### src/hw/rftx_pkg.sv
// constants for the transmitter two-wire configuration port
// assumes a 40 MHz system clock and a host driving the config pins
package rftx_pkg;
  localparam int CLK_PERIOD_NS = 25;
  localparam logic [4:0] FRAME_EDGES = 5'h18;
  localparam logic [4:0] PREFIX_EDGES = 5'h08;
  localparam logic [7:0] CMD_APP_WR = 8'h00;
  localparam logic [7:0] CMD_APP_RD = 8'h33;
  localparam logic [4:0] CMD_CAR_WR = 5'h03;
  localparam logic [7:0] CMD_CAR_RD = 8'h44;
  localparam logic [7:0] CMD_STAT_RD = 8'h55;
  // application word bit positions
  localparam int MODE_POS = 15;
  localparam int MODUL_POS = 14;
  localparam int BAND_POS = 13;
  localparam int DEV_MSB = 12;
  localparam int DEV_LSB = 5;
  localparam int POWER_POS = 4;
  localparam int OFFT_POS = 3;
  // power-on sets, chosen by the config clock level
  localparam logic [15:0] APP_RST_LO = 16'h401C;
  localparam logic [15:0] APP_RST_HI = 16'h20D4;
  localparam logic [18:0] CAR_RST_LO = 19'h42C1C;
  localparam logic [18:0] CAR_RST_HI = 19'h42CAD;
  localparam int STATE_TX_POS = 1;
  // cycles for the pin filters to settle before the strap is taken
  localparam logic [2:0] STRAP_WAIT = 3'h4;
  localparam int T_WAKE_NS = 5000;
  localparam int WAKE_CYC = (T_WAKE_NS + CLK_PERIOD_NS - 1) / CLK_PERIOD_NS;
  localparam int T_OFFT_SHORT_MS = 2;
  localparam int T_OFFT_LONG_MS = 20;
  localparam int OFFT_SHORT_CYC = T_OFFT_SHORT_MS * 1000000 / CLK_PERIOD_NS;
  localparam int OFFT_LONG_CYC = T_OFFT_LONG_MS * 1000000 / CLK_PERIOD_NS;
  typedef enum logic [1:0] {
    ST_STRAP = 2'h0,
    ST_SLEEP = 2'h1,
    ST_TX = 2'h3
  } rftx_state_t;
endpackage

### src/hw/rftx_pin_filter.sv
// three-flop pin synchroniser with agreement filter, two pins
// assumes the inputs are asynchronous to sys_clk_i
`timescale 1ns/1ps
module rftx_pin_filter (
  input wire logic sys_clk_i,       // system clock
  input wire logic rst_b_i,         // sync reset, active low
  input wire logic [1:0] pin_i,     // raw pins
  output logic [1:0] level_o        // filtered levels
);
  genvar gi;
  generate
    for (gi = 0; gi < 2; gi++) begin : g_bit
      logic s1_reg, s2_reg, s3_reg, lvl_reg;
      logic lvl_next;
      always_comb begin
        lvl_next = (s2_reg == s3_reg) ? s3_reg : lvl_reg;
      end
      always_ff @(posedge sys_clk_i) begin
        if (!rst_b_i) begin
          s1_reg <= 1'b0;
          s2_reg <= 1'b0;
          s3_reg <= 1'b0;
          lvl_reg <= 1'b0;
        end else begin
          s1_reg <= pin_i[gi];
          s2_reg <= s1_reg;
          s3_reg <= s2_reg;
          lvl_reg <= lvl_next;
        end
      end
      assign level_o[gi] = lvl_reg;
    end
  endgenerate
endmodule

### src/hw/rftx_cfg_port.sv
// transmitter config port: 24-edge frames, strap presets, sleep/transmit
// assumes the host drives cfg_clk_i and shares the data pin
`timescale 1ns/1ps
// Overview of operation
// - data pin is sampled on each rising config clock edge in a frame.
// - a frame is exactly 24 rising edges; shorter frames complete nothing.
// - config clock level at power-on picks one of two preset sets.
// - after power-on the transmitter sleeps while data is held low.
// - a recovery pattern on the pins resynchronises the frame logic.
// - three registers: application, 19-bit carrier, read-only status.
// - prefixes select application or carrier write and application, carrier or status read.
// - mode bit, 0 automatic, 1 manual continuous; presets to 0.
// - modulation bit, 0 FSK, 1 OOK; presets 1 low, 0 high.
// - band bit, 0 low band, 1 high bands; presets 0 low, 1 high.
// - 8-bit deviation used in FSK only; presets 0x06 when high.
// - power bit presets 1; off-time bit 2/20 ms, presets 1 or 0.
// - once configured, the data pin is the modulation input.
module rftx_cfg_port #(
  parameter int OFFT_SHORT_CYC = rftx_pkg::OFFT_SHORT_CYC,
  parameter int OFFT_LONG_CYC = rftx_pkg::OFFT_LONG_CYC,
  parameter logic [7:0] VERSION = 8'hA5, // arbitrary value
  parameter logic [7:0] DEV_RST_LO = 8'h00
) (
  input wire logic sys_clk_i,               // system clock, 40 MHz
  input wire logic rst_b_i,                 // power-on reset, active low
  input wire logic cfg_clk_i,               // config clock pin
  input wire logic data_i,                  // data pin, input side
  output logic data_o,                      // data pin, output side
  output logic data_oe_o,                   // data pin drive enable
  output logic mode_select_bit_o,           // 1 manual transmit
  output logic modulation_select_bit_o,     // 1 OOK, 0 FSK
  output logic band_select_bit_o,           // 1 high bands
  output logic [7:0] deviation_field_o,     // FSK deviation
  output logic power_level_bit_o,           // 1 high power
  output logic off_time_bit_o,              // 1 long sleep timeout
  output logic [18:0] carrier_word_o,       // carrier frequency word
  output logic tx_active_o,                 // transmitting
  output logic mod_data_o                   // modulation data
);
  logic [1:0] lvl;
  logic clk_f, dat_f, rise, dchg, rec, last_edge;
  // 20 bits: the long timeout count at 40 MHz does not fit in 19
  logic [19:0] off_lim;
  logic [15:0] rd_word;
  logic [23:0] sh_in;
  rftx_pkg::rftx_state_t state_reg, state_next;
  logic clk_q_reg, clk_q_next, dat_q_reg, dat_q_next;
  logic [2:0] strap_reg, strap_next;
  logic [4:0] cnt_reg, cnt_next;
  logic [23:0] sh_reg, sh_next;
  logic [15:0] rd_reg, rd_next, app_reg, app_next;
  logic [18:0] car_reg, car_next;
  logic [19:0] off_reg, off_next;
  logic [7:0] wake_reg, wake_next;
  logic [1:0] tog_reg, tog_next;
  logic oe_reg, oe_next, dout_reg, dout_next;
  logic tx_reg, tx_next, mod_reg, mod_next;

  rftx_pin_filter u_filt (
    .sys_clk_i(sys_clk_i),
    .rst_b_i(rst_b_i),
    .pin_i({data_i, cfg_clk_i}),
    .level_o(lvl)
  );

  always_comb begin
    clk_f = lvl[0];
    dat_f = lvl[1];
    rise = clk_f & ~clk_q_reg & (state_reg != rftx_pkg::ST_STRAP);
    dchg = dat_f ^ dat_q_reg;
    // two data changes within one config clock high phase
    rec = clk_f & ~rise & dchg & ~oe_reg & (tog_reg == 2'h1);
    last_edge = rise & (cnt_reg == rftx_pkg::FRAME_EDGES - 5'h01);
    sh_in = {sh_reg[22:0], dat_f};
    off_lim = off_time_bit_o ? 20'(OFFT_LONG_CYC) : 20'(OFFT_SHORT_CYC);
    unique case (sh_in[7:0])
      rftx_pkg::CMD_APP_RD: rd_word = app_reg;
      rftx_pkg::CMD_CAR_RD: rd_word = car_reg[15:0];
      default: rd_word = {VERSION, 3'h0, tx_reg, 1'b0, car_reg[18:16]};
    endcase
    clk_q_next = clk_f;
    dat_q_next = dat_f;
    state_next = state_reg;
    strap_next = strap_reg;
    cnt_next = cnt_reg;
    sh_next = sh_reg;
    rd_next = rd_reg;
    app_next = app_reg;
    car_next = car_reg;
    oe_next = oe_reg;
    dout_next = dout_reg;
    tog_next = tog_reg;
    wake_next = wake_reg;
    off_next = off_reg;
    if (rise) begin
      sh_next = sh_in;
      cnt_next = cnt_reg + 5'h01;
      tog_next = 2'h0;
      if (cnt_reg == rftx_pkg::PREFIX_EDGES - 5'h01 &&
          (sh_in[7:0] == rftx_pkg::CMD_APP_RD ||
           sh_in[7:0] == rftx_pkg::CMD_CAR_RD ||
           sh_in[7:0] == rftx_pkg::CMD_STAT_RD)) begin
        oe_next = 1'b1;
        dout_next = rd_word[15];
        rd_next = {rd_word[14:0], 1'b0};
      end else if (oe_reg) begin
        dout_next = rd_reg[15];
        rd_next = {rd_reg[14:0], 1'b0};
      end
      if (last_edge) begin
        cnt_next = 5'h00;
        oe_next = 1'b0;
        dout_next = 1'b0;
        if (sh_in[23:16] == rftx_pkg::CMD_APP_WR) begin
          app_next = sh_in[15:0];
        end else if (sh_in[23:19] == rftx_pkg::CMD_CAR_WR) begin
          car_next = sh_in[18:0];
        end
      end
    end else if (clk_f && dchg && !oe_reg) begin
      tog_next = tog_reg + 2'h1;
    end
    if (rec) begin
      cnt_next = 5'h00;
      tog_next = 2'h0;
    end
    wake_next = (dat_f && !rise && cnt_reg == 5'h00 &&
                 wake_reg != 8'(rftx_pkg::WAKE_CYC)) ? wake_reg + 8'h01 :
                (dat_f && !rise && cnt_reg == 5'h00) ? wake_reg : 8'h00;
    off_next = (dat_f || state_reg != rftx_pkg::ST_TX) ? 20'h00000 :
               (off_reg == off_lim) ? off_reg : off_reg + 20'h00001;
    unique case (state_reg)
      rftx_pkg::ST_STRAP: begin
        strap_next = strap_reg + 3'h1;
        if (strap_reg == rftx_pkg::STRAP_WAIT) begin
          app_next = clk_f ? rftx_pkg::APP_RST_HI :
                     {rftx_pkg::APP_RST_LO[15:13], DEV_RST_LO,
                      rftx_pkg::APP_RST_LO[4:0]};
          car_next = clk_f ? rftx_pkg::CAR_RST_HI : rftx_pkg::CAR_RST_LO;
          state_next = rftx_pkg::ST_SLEEP;
        end
      end
      rftx_pkg::ST_SLEEP: begin
        if ((app_reg[rftx_pkg::MODE_POS] && cnt_reg == 5'h00) ||
            wake_reg == 8'(rftx_pkg::WAKE_CYC)) begin
          state_next = rftx_pkg::ST_TX;
        end
      end
      rftx_pkg::ST_TX: begin
        if (!app_reg[rftx_pkg::MODE_POS] && off_reg == off_lim) begin
          state_next = rftx_pkg::ST_SLEEP;
        end
      end
      default: state_next = rftx_pkg::ST_STRAP;
    endcase
    tx_next = (state_next == rftx_pkg::ST_TX);
    mod_next = tx_next & dat_f;
    if (rec) begin
      oe_next = 1'b0;
      dout_next = 1'b0;
    end
  end

  always_ff @(posedge sys_clk_i) begin
    if (!rst_b_i) begin
      state_reg <= rftx_pkg::ST_STRAP;
      clk_q_reg <= 1'b0;
      dat_q_reg <= 1'b0;
      strap_reg <= 3'h0;
      cnt_reg <= 5'h00;
      sh_reg <= 24'h000000;
      rd_reg <= 16'h0000;
      app_reg <= rftx_pkg::APP_RST_LO;
      car_reg <= rftx_pkg::CAR_RST_LO;
      oe_reg <= 1'b0;
      dout_reg <= 1'b0;
      tog_reg <= 2'h0;
      wake_reg <= 8'h00;
      off_reg <= 20'h00000;
      tx_reg <= 1'b0;
      mod_reg <= 1'b0;
    end else begin
      state_reg <= state_next;
      clk_q_reg <= clk_q_next;
      dat_q_reg <= dat_q_next;
      strap_reg <= strap_next;
      cnt_reg <= cnt_next;
      sh_reg <= sh_next;
      rd_reg <= rd_next;
      app_reg <= app_next;
      car_reg <= car_next;
      oe_reg <= oe_next;
      dout_reg <= dout_next;
      tog_reg <= tog_next;
      wake_reg <= wake_next;
      off_reg <= off_next;
      tx_reg <= tx_next;
      mod_reg <= mod_next;
    end
  end

  assign data_o = dout_reg;
  assign data_oe_o = oe_reg;
  assign mode_select_bit_o = app_reg[rftx_pkg::MODE_POS];
  assign modulation_select_bit_o = app_reg[rftx_pkg::MODUL_POS];
  assign band_select_bit_o = app_reg[rftx_pkg::BAND_POS];
  assign deviation_field_o = app_reg[rftx_pkg::DEV_MSB:rftx_pkg::DEV_LSB];
  assign power_level_bit_o = app_reg[rftx_pkg::POWER_POS];
  assign off_time_bit_o = app_reg[rftx_pkg::OFFT_POS];
  assign carrier_word_o = car_reg;
  assign tx_active_o = tx_reg;
  assign mod_data_o = mod_reg;
endmodule

### config.mk
export PLATFORM = sky130hd
export DESIGN_NAME = rftx_cfg_port
export DESIGN_NICKNAME = d
export VERILOG_FILES = /design/src/hw/rftx_pkg.sv /design/src/hw/rftx_pin_filter.sv /design/src/hw/rftx_cfg_port.sv
export SDC_FILE = /design/constraint.sdc
export NUM_CORES = 1
export LEC_CHECK = 0
export BUFFER_PORTS_ARGS = -buffer_cell sky130_fd_sc_hd__buf_2
export CAP_MARGIN = 20
export CORE_UTILIZATION = 60
export DETAILED_ROUTE_END_ITERATION = 6
export GPL_TIMING_DRIVEN = 0
export PLACE_DENSITY = 0.77
export SYNTH_ARGS = -nofsm -noshare
export SYNTH_HDL_FRONTEND = slang
export SYNTH_SLANG_ARGS = --single-unit
### constraint.sdc
create_clock -name sys_clk_i -period 2.6 [get_ports sys_clk_i]
set_clock_uncertainty 0.1 [all_clocks]
set_input_delay 0.26 -clock sys_clk_i [delete_from_list [all_inputs] [get_ports sys_clk_i]]
set_output_delay 0.26 -clock sys_clk_i [all_outputs]
set_load 0.01 [all_outputs]
==> results.md, run 1 <==
- Peak VDD IR: 0.651 mV
- Final wirelength: 13,200 um
- Layout Utilization: 0.732
- I/O pin count: 40
- Slew @ Worst Pin: 0.801 ns
- Unique cell type count in the Yosys netlist: 63
- Worst min path class: reg -> reg
- Syn_nets: 605
- WS Path Type: reg -> reg
- Post-CTS Setup Repair Bufs: 0
- Lkg Pwr: 2.58 nW
- Initial Util: 0.624
- Startpoint types: flip-flop
- Top-count cell post-synth: dfxtp_1
- Synth warn: 0
- Via-to-Cell Ratio: 5.90
- WL/cell: 17.1 um
- Max reg flops: 23
- Drc violations: 0
- FMAX: 0.404 GHz
- Worst reg2reg setup slack: 0.13 ns
- Fillers: 658
- Die H: 97.5 um
- Synth Flop Type: dfxtp_1
- Footprint of the multi-input gates: 0.00266 sq mm
- Gate Count Post-Synth: 592
- Tot Pwr: 0.00444 W
- Initial antenna violation count: 0
- Layout cells sized above 1: 0.159
- Top post-synthesis cells by count: 127 x dfxtp_1, 85 x nand2_1, 57 x nor2_1
- Sequential cell area: 0.00254 sq mm
- Area Overhead vs Synth: 17.3%
- Rows: 34
- Via total after detailed routing: 4,565
- DIE WIDTH: 97.5 um
- Top cells by area, synth: dfxtp_1 47%, mux2i_1 8.2%, nand2_1 5.8%, a21oi_1 3.9%, nor2_1 3.9%
- Core area: 0.00876 sq mm
- Clock slew at reported path FFs: 0.06 ns
- Sequential fraction of the synthesis area: 0.465
- Port Buffers: 39
- Fin crit period: 2.47 ns
- Register-to-Register Path Depth: 7
- CP Max Fanout: 10
- Initial DRC Count: 446
- N_diodes: 0
- Endpoint, Worst Hold: u_filt.g_bit[0].s2_reg
- Clk sinks: 127
- Final ANT Viol Nets: 0
- Mean post-synth cell area: 9.23 sq um
- R2R Path Start: cnt_reg[0]
- Yosys top cell by area: dfxtp_1
- Clk_lat worst skew: 0.51 ns
- Slew Viols, Final: 0
- First drt pass iteration count: 5
- Hold_sp: u_filt.g_bit[0].s1_reg
- Area share of the largest cell type after synthesis: 0.465
- Unrepaired setup endpoints after global routing: no
- WP data required: 2.88 ns
- Hold WS: 0.362 ns
- Gr ovfl total: 0
- Crit Reg-Reg Endpoint: app_reg[4]
- Synth Cell Area: 0.00547 sq mm
- Asr flop ratio synth: 0
- Number of global-route vias before repair: 4,308
- Outcome: complete, no violations
- # setup viols final: 0
- CTS buffer count: 17
- H-tree depth: 4
- Crit path DAT: 2.76 ns
- Endpoints failing hold: 0
- Largest net degree at the start of global routing: 17
- CTS tree: yes
- #FFs+latches synth: 127
- Fin Setup TNS: 0 ns
- Worst Setup End Kind: flip-flop
- Slew HR: 0.460
- Crit share post-route: 0.952
- Number of flops mapped to enable cells by yosys: 0
- Placer Congestion: 0.901
- Final net count: 666
- Clock buffer depth: 2
- Die area: 0.00950 sq mm
- MaxCap Viol Count: 0
- First-pass GRT wire length: 21,900 um
- CTS Root Cell: clkbuf_8
- Post-DP HPWL: 9020 um
- Tot GR Track Use: 0.294
- Pwr dens: 692 mW/mm^2
- WHS Path Cells: 1
-- cell families (layout without fill, tap and decap cells) --
kind of cell | after synthesis | count (layout) | synth area share
AND/OR/NAND/NOR | 228 | 228 | 0.210
AO/OA/AOI/OAI | 99 | 99 | 0.125
multiplexers | 45 | 45 | 0.0824
adder cells (fa/ha/maj) | 9 | 9 | 0.0206
flip-flops | 127 | 127 | 0.465
XOR/XNOR | 30 | 30 | 0.0481
buffers and inverters | 54 | 128 | 0.0490
-- metrics by stage --
step / instances / cell area [sq um] / worst slack (ns)
floorplan: 592 / 5470 / 0.611
global route: 774 / 6410 / 0.0166
CTS: 774 / 6410 / 0.176
finish: 774 / 6410 / 0.126
detailed placement: 739 / 5800 / 0.238
global placement: 739 / 5800 / 0.292
-- worst max-delay path by stage --
| stage | end | start | slack, ns |
|---|---|---|---|
| finish | app_reg[4] | cnt_reg[0] | 0.13 |
| global route | app_reg[4] | cnt_reg[1] | 0.02 |
| CTS | app_reg[4] | cnt_reg[0] | 0.18 |
| detailed placement | app_reg[4] | cnt_reg[0] | 0.24 |
| global placement | app_reg[2] | cnt_reg[0] | 0.29 |
| floorplan | rd_reg[11] | cnt_reg[0] | 0.61 |
-- routing by layer --
metal  vias up  routed length, um  GRT usage
li1       2180                  -          -
met1      2200               5890      0.405
met2       174               6240      0.459
met3        11                979     0.0655
met4         0                125     0.0950
met5         -                  0          0
-- critical path: stages (launching register included) --
cell and delay, ns:
dfxtp_1 0.41, ha_1 0.25, nand2_1 0.19, nor4_4 0.40, nand4_2 0.36, buf_2 0.36
mux2i_1 0.19, nand2_1 0.07
-- power breakdown --
part | internal (W) | total [W] | leakage, nW | switching (W)
logic | 0.0000356 | 0.000102 | 1.27 | 0.0000668
registers | 0.00196 | 0.00198 | 1.02 | 0.0000149
clock network | 0.00140 | 0.00236 | 0.284 | 0.000955
-- cells in the final DEF, fill, tap and decap left out, drive strengths merged, types with 3 or more instances in the layout --
cell,netlist,routed
nand2,85,85
nand4,9,9
nor4b,3,3
o311ai,3,3
a22o,10,10
ha,9,9
nor2,61,61
and4,3,3
nor4,5,5
nand2b,3,3
and3,3,3
inv,18,27
a22oi,3,3
or2,3,3
clkbuf,14,32
a221o,3,3
dfxtp,127,127
a21oi,44,44
nand3,16,16
and2,11,11
mux2i,45,45
dlygate4sd3,0,3
nor3b,3,3
o21ai,10,10
xnor2,14,14
a32o,6,6
or3,5,5
o2bb2ai,8,8
nor3,8,8
xor2,16,16
buf,21,60
-- what timing repair did --
action / CTS / global route
resized for setup: 0 / 0
hold endpoints to repair: 6 / 0
hold buffers: 3 / 0
-- area by class of cell --
type | count | area share
Multi-Input combinational cell | 411 | 0.414
Sequential cell | 127 | 0.396
Clock buffer | 18 | 0.0651
Timing Repair Buffer | 42 | 0.0351
Buffer | 35 | 0.0306
Clock inverter | 14 | 0.0265
Tap cell | 108 | 0.0211
Inverter | 19 | 0.0111
(Power assumes the default switching activity.)
==> run 2, diff against run 1 <==
--- a/config.mk
+++ b/config.mk
@@ -5,12 +5,15 @@
 export SDC_FILE = /design/constraint.sdc
 export NUM_CORES = 1
 export LEC_CHECK = 0
+export ABC_AREA = 1
 export BUFFER_PORTS_ARGS = -buffer_cell sky130_fd_sc_hd__buf_2
 export CAP_MARGIN = 20
 export CORE_UTILIZATION = 60
+export CTS_CLUSTER_SIZE = 10
 export DETAILED_ROUTE_END_ITERATION = 6
 export GPL_TIMING_DRIVEN = 0
 export PLACE_DENSITY = 0.77
+export REMOVE_ABC_BUFFERS = 1
 export SYNTH_ARGS = -nofsm -noshare
 export SYNTH_HDL_FRONTEND = slang
 export SYNTH_SLANG_ARGS = --single-unit
==> run 2 against run 1 <==
- critical endpoint is now app_reg[14]
- critical path type unchanged
- global-route usage shrank 0.56 points
- register-to-register slack gained 0.06 ns
- clock power is essentially flat
- flip-flop and latch count is the same
- first-iteration DRC count shrank 28%
- via count grew 15%
- sequential power is essentially flat
- count of clock-buffer cells in the layout grew 1
- critical path depth is the same
- synthesized cell count grew 36%
- setup slack gained 0.056 ns
==> results.md, run 2 <==
- Outcome: complete, no violations
- Tot GR Track Use: 0.288
- Startpoint types: flip-flop
- Die area: 0.00997 sq mm
- Gate Count Post-Synth: 808
- Number of flops mapped to enable cells by yosys: 0
- Switching Fraction: 0.208
- Synth warn: 0
- Slew HR: 0.387
- Crit path DAT: 2.76 ns
- Most common cell after layout, fill and taps aside: nand2_1
- Part of the power in registers: 0.443
- Pwr dens: 686 mW/mm^2
- CP Max Fanout: 23
- Largest net degree at the start of global routing: 56
- Mean post-synth cell area: 7.11 sq um
- Rows: 35
- WP data required: 2.95 ns
- Clock slew at reported path FFs: 0.06 ns
- Register-to-Register Path Depth: 7
- Area share of fa/ha/maj cells after synthesis: 0.0196
- Clock network fraction of total power: 0.534
- P_int: 0.00354 W
- Unrepaired setup endpoints after global routing: no
- Net switching power: 0.000933 W
- DIE WIDTH: 99.9 um
- Number of global-route vias before repair: 4,882
- Max reg flops: 23
- Fin crit period: 2.42 ns
- Lkg Pwr: 2.97 nW
- Synth Cell Area: 0.00575 sq mm
- Top cells by area, synth: dfxtp_1 44%, nand2_1 11%, nor2_1 7.7%, o21ai_0 5.9%, nand3_1 5.3%
- Endpoint, Worst Hold: u_filt.g_bit[0].s2_reg
- Initial antenna violation count: 0
- Via-to-Cell Ratio: 5.40
- Gr ovfl total: 0
- Yosys top cell by area: dfxtp_1
- Fin Setup TNS: 0 ns
- Clk sinks: 127
- Crit share post-route: 0.930
- Top post-synthesis cells by count: 170 x nand2_1, 127 x dfxtp_1, 118 x nor2_1
- Asr flop ratio synth: 0
- Unique cell type count in the Yosys netlist: 36
- Crit-path cells: nor2_2 > nand3_2 > nand2_1 > inv_1 > nor2_2 > inv_1 > o21ai_0
- Final wirelength: 13,400 um
- Top-count cell post-synth: nand2_1
- Cell family with most CP delay: simple AND/OR/NAND/NOR gates
- CTS tree: yes
- Die H: 99.9 um
- Worst min path class: in -> reg
- Crit Reg-Reg Endpoint: app_reg[14]
- Main combinational cell family by area after synthesis: simple AND/OR/NAND/NOR gates
- Critical path's largest stage delay: 0.48 ns
- Clock buffer depth: 2
- Combinational power share: 0.023
- I/O pin count: 40
- Slowest cell on the critical path: nor2_2
- CTS buffer count: 17
- H-tree depth: 4
- Slew @ Worst Pin: 0.920 ns
- FMAX: 0.414 GHz
- WS Path Type: reg -> reg
- Final net count: 846
- First drt pass iteration count: 5
- Area share of the largest cell type after synthesis: 0.443
- First-pass GRT wire length: 22,400 um
- Worst reg2reg setup slack: 0.18 ns
- CTS Root Cell: clkbuf_8
- Synth Flop Type: dfxtp_1
- R2R Path Start: state_reg[1]
- # setup viols final: 0
- Port Buffers: 39
- Area Overhead vs Synth: 13.6%
- Endpoints failing hold: 0
- Post-DP HPWL: 8670 um
- WHS Path Cells: 3
- Via total after detailed routing: 5,262
- Drc violations: 0
- N_diodes: 0
- XOR/XNOR share of the synthesized area: 0.0107
- Initial DRC Count: 323
- Hold_sp: rst_b_i
- Synth Area in Simple Gates: 0.299
- Peak VDD IR: 0.545 mV
- Placer Congestion: 0.856
- Sequential fraction of the synthesis area: 0.443
- Commonest non-fill, non-tap cells in the layout: 170 x nand2_1, 127 x dfxtp_1, 117 x nor2_1, 81 x inv_1, 68 x o21ai_0
- Worst Setup End Kind: flip-flop
- WL/cell: 13.7 um
- Initial Util: 0.622
- Mux share of post-synthesis cell area: 0
- Layout cells sized above 1: 0.127
- Crit path buffers/inverters: 2
- Tot Pwr: 0.00447 W
- MaxCap Viol Count: 0
- Core area: 0.00924 sq mm
- Final ANT Viol Nets: 0
- Fillers: 774
- Synth Area in Compound Gates: 0.126
- Clk_lat worst skew: 0.52 ns
- #FFs+latches synth: 127
- Slew Viols, Final: 0
## run 2: area by class of cell
cell class	count	area (sq um)	area share
Multi-Input combinational cell	550	2640	0.404
Sequential cell	127	2540	0.390
Clock buffer	19	422	0.0646
Inverter	93	357	0.0547
Timing Repair Buffer	44	238	0.0364
Clock inverter	12	169	0.0259
Tap cell	129	161	0.0247
## run 2: worst register-to-register path, cell delays in order (launching register included)
cell and delay, ns:
dfxtp_1 0.34, nor2_2 0.23, nand3_2 0.32, nand2_1 0.25, inv_1 0.35, nor2_2 0.49, inv_1 0.17, o21ai_0 0.10
## run 2: cells by family (layout without fill, tap and decap cells)
| group | Yosys count | after routing |
|---|---|---|
| AOI/OAI and AO/OA | 138 | 138 |
| xor gates and xnor gates | 7 | 7 |
| adders and majority gates | 9 | 9 |
| buffers and inverters | 131 | 168 |
| DFF | 127 | 127 |
| and+or+nand+nor | 396 | 396 |
## run 2: repair_timing
action                                  4_1_cts  5_1_grt
resized for setup                             2        5
hold buffers                                  2        0
hold endpoints to repair                      2        0
pin swaps                                     0        1
endpoints found under the setup margin        6       32
setup buffers                                 0        3
## run 2: power groups by stage
stage                     clock, W  sequential (W)  combinational [W]
after floorplan                  0         0.00202          0.0000536
after global placement           0         0.00202          0.0000928
after detailed placement         0         0.00202          0.0000963
after CTS                  0.00240         0.00198           0.000101
after global routing       0.00250         0.00198           0.000117
final                      0.00239         0.00198           0.000103
## run 2: stage by stage
step           instances  utilization  hold slack [ns]  setup WS [ns]  cell area [sq um]
6_report             974        0.706            0.289          0.182               6530
5_1_grt              974        0.706            0.314         0.0387               6530
4_1_cts              971        0.702            0.260         0.0545               6480
3_5_place_dp         938        0.635            0.304        -0.0324               5870
3_3_place_gp         938        0.635            0.293         0.0130               5870
2_1_floorplan        770            -            0.253          0.614               5510
## run 2: worst max-delay path by stage
stage | start | to | depth (start not counted)
2_1_floorplan | u_filt.g_bit[0].lvl_reg | carrier_word_o[4] | 11
3_3_place_gp | rst_b_i | app_reg[3] | 6
3_5_place_dp | state_reg[1] | app_reg[14] | 7
4_1_cts | state_reg[1] | app_reg[3] | 7
5_1_grt | state_reg[0] | carrier_word_o[4] | 11
6_report | state_reg[1] | app_reg[14] | 7
## run 2: layer usage
layer | global-route usage | part of all wire | vias to the layer above
met2 | 0.464 | 0.46 | 195
li1 | - | - | 2638
met1 | 0.372 | 0.45 | 2401
met3 | 0.0745 | 0.075 | 28
met4 | 0.110 | 0.019 | 0
met5 | 0 | 0 | -
==> run 3, diff against run 2 <==
--- a/config.mk
+++ b/config.mk
@@ -8,12 +8,13 @@
 export ABC_AREA = 1
 export BUFFER_PORTS_ARGS = -buffer_cell sky130_fd_sc_hd__buf_2
 export CAP_MARGIN = 20
-export CORE_UTILIZATION = 60
+export CORE_UTILIZATION = 54
 export CTS_CLUSTER_SIZE = 10
 export DETAILED_ROUTE_END_ITERATION = 6
 export GPL_TIMING_DRIVEN = 0
-export PLACE_DENSITY = 0.77
+export PLACE_DENSITY = 0.73
 export REMOVE_ABC_BUFFERS = 1
 export SYNTH_ARGS = -nofsm -noshare
 export SYNTH_HDL_FRONTEND = slang
 export SYNTH_SLANG_ARGS = --single-unit
+export TNS_END_PERCENT = 1
==> constraint.sdc (replaced) <==
create_clock -name sys_clk_i -period 2.1 [get_ports sys_clk_i]
set_clock_uncertainty 0.1 [all_clocks]
set_input_delay 0.21 -clock sys_clk_i [delete_from_list [all_inputs] [get_ports sys_clk_i]]
set_output_delay 0.21 -clock sys_clk_i [all_outputs]
set_load 0.01 [all_outputs]
==> run 3 against run 2 <==
- sequential share of layout area decreased by 1.0 points
- total power up 20%
- combinational power increased by 39%
- critical endpoint is now carrier_word_o[4]
- final area grew 2.8%
- register-to-register slack worse by 0.08 ns
- clock power rose by 16%
- maximum frequency grew 21%
- non-clock buffer count rose by 11
- via count rose by 0.36%
- first-iteration DRC count rose by 75%
- wire length grew 5.7%
- largest power group unchanged
- highest routed layer unchanged
- sequential power up 24%
==> results.md, run 3 (synthesis gave the netlist of run 2 again) <==
- First drt pass iteration count: 5
- I/O pin count: 40
- Worst Setup End Kind: flip-flop
- FMAX: 0.502 GHz
- Fin Setup TNS: 0 ns
- Slew @ Worst Pin: 0.600 ns
- Commonest non-fill, non-tap cells in the layout: 169 x nand2_1, 126 x dfxtp_1, 115 x nor2_1, 80 x inv_1, 68 x o21ai_0
- Met3 wire len: 1080 um
- Crit-path cells: inv_1 > nor2_4 > nand2_8 > inv_16 > nand2_1 > nor2_4 > nand2_8 > inv_8 > nand2_1 > o211ai_1 > nand2_1
- Initial DRC Count: 564
- CP Max Fanout: 25
- Die area: 0.0111 sq mm
- H-tree depth: 4
- Final ANT Viol Nets: 0
- Beginning of the critical path: u_filt.g_bit[0].lvl_reg
- Sequential cell area: 0.00254 sq mm
- CTS Root Cell: clkbuf_8
- Largest net degree at the start of global routing: 56
- Outcome: complete, no violations
- Via total after detailed routing: 5,281
- Startpoint types: flip-flop
- Crit Reg-Reg Endpoint: carrier_word_o[4]
- Peak VDD IR: 0.497 mV
- Placer Congestion: 0.858
- Drc violations: 0
- Gr ovfl total: 0
- First-pass GRT wire length: 23,100 um
- Area Overhead vs Synth: 16.8%
- Clk sinks: 127
- DR top layer: met4
- WL/cell: 14.2 um
- Tot GR Track Use: 0.267
- Final wirelength: 14,100 um
- MaxCap Viol Count: 0
- Worst reg2reg setup slack: 0.11 ns
- Initial antenna violation count: 0
- Initial Util: 0.557
- Port Buffers: 39
- Hold_sp: rst_b_i
- Number of global-route vias before repair: 4,845
- Slew HR: 0.600
- Endpoint, Worst Hold: u_filt.g_bit[1].s2_reg
- Slowest cell on the critical path: dfxtp_1
- WHS Path Cells: 3
- Rows: 37
- Routed wire length on met2: 6330 um
- Critical path's most frequent cell: nand2_1
- Post-DP HPWL: 8760 um
- CTS tree: yes
- Max reg flops: 23
- Crit path DAT: 2.32 ns
- Critical path depth: 11
- Final worst-path setup slack: 0.107 ns
- Endpoints failing hold: 0
- Via-to-Cell Ratio: 5.31
- Worst min path class: in -> reg
- N_diodes: 0
- Clock slew at reported path FFs: 0.06 ns
- Crit path buffers/inverters: 3
- Hold WS: 0.177 ns
- Slew Viols, Final: 0
- DIE WIDTH: 105 um
- Tot Pwr: 0.00537 W
- WP data required: 2.43 ns
- Fillers: 877
- Most common cell after layout, fill and taps aside: nand2_1
- Unrepaired setup endpoints after global routing: yes
- Clk_lat worst skew: 0.54 ns
- Cell family with most CP delay: simple AND/OR/NAND/NOR gates
- Critical path's largest stage delay: 0.34 ns
- Pwr dens: 801 mW/mm^2
- R2R Path Start: u_filt.g_bit[0].lvl_reg
- Layout cells sized above 1: 0.144
- Final net count: 860
- Footprint of the multi-input gates: 0.00273 sq mm
- Fin crit period: 1.99 ns
- WL met1: 6340 um
- Lkg Pwr: 2.98 nW
- CTS buffer count: 17
- Crit share post-route: 0.949
- Clock buffer depth: 2
- WS Path Type: reg -> reg
- Die H: 105 um
- Core area: 0.0103 sq mm
- Register-to-Register Path Depth: 11
- Pre-CTS setup slack: -0.548 ns
- # setup viols final: 0
==> run 3: cell types whose count changed in the layout (fill, tap and decap cells not counted), sizes merged <==
cell and delta:
buf +10, clkbuf +6, bufinv -2, nand2 +2, clkinv -1, inv -1
==> run 3: power breakdown <==
group | switching [W] | internal [W] | leakage (nW)
combinational | 0.0000964 | 0.0000469 | 1.68
clock | 0.00101 | 0.00176 | 0.278
sequential | 0.0000179 | 0.00243 | 1.03
==> run 3: routing by layer <==
layer | GRT usage | vias up
li1 | - | 2666
met1 | 0.347 | 2380
met2 | 0.411 | 196
met3 | 0.0736 | 39
met4 | 0.125 | 0
met5 | 0 | -
==> run 3: per-stage QoR <==
stage | utilization | instances | cell area (sq um)
after floorplan | - | 770 | 5510
after global placement | 0.569 | 945 | 5880
after detailed placement | 0.569 | 945 | 5880
after CTS | 0.634 | 981 | 6550
after global routing | 0.650 | 995 | 6710
final | 0.650 | 995 | 6710
==> run 3: what timing repair did <==
item,in CTS,in global routing
resized for setup,18,12
hold buffers,2,0
hold endpoints to repair,2,0
pin swaps,3,5
endpoints found under the setup margin,51,46
setup buffers,2,12
gates cloned,1,2
==> run 3: worst max path at each step <==
stage	end	slack (ns)
2_1_floorplan	carrier_word_o[4]	0.11
3_3_place_gp	app_reg[3]	-0.50
3_5_place_dp	app_reg[3]	-0.55
4_1_cts	rd_reg[12]	-0.06
5_1_grt	carrier_word_o[4]	-0.07
6_report	carrier_word_o[4]	0.11
==> run 3: layout make-up <==
type,instances,share of cell area
Multi-Input combinational cell,552,0.406
Sequential cell,127,0.379
Clock buffer,24,0.0701
Inverter,93,0.0565
Timing Repair Buffer,55,0.0487
Tap cell,136,0.0254
Clock inverter,7,0.0127
Timing Repair inverter,1,0.00112
==> run 3: tightest hold or removal path, stage by stage <==
cell      delay (ns)
clkbuf_4        0.37
nand2_1         0.15
inv_1           0.03
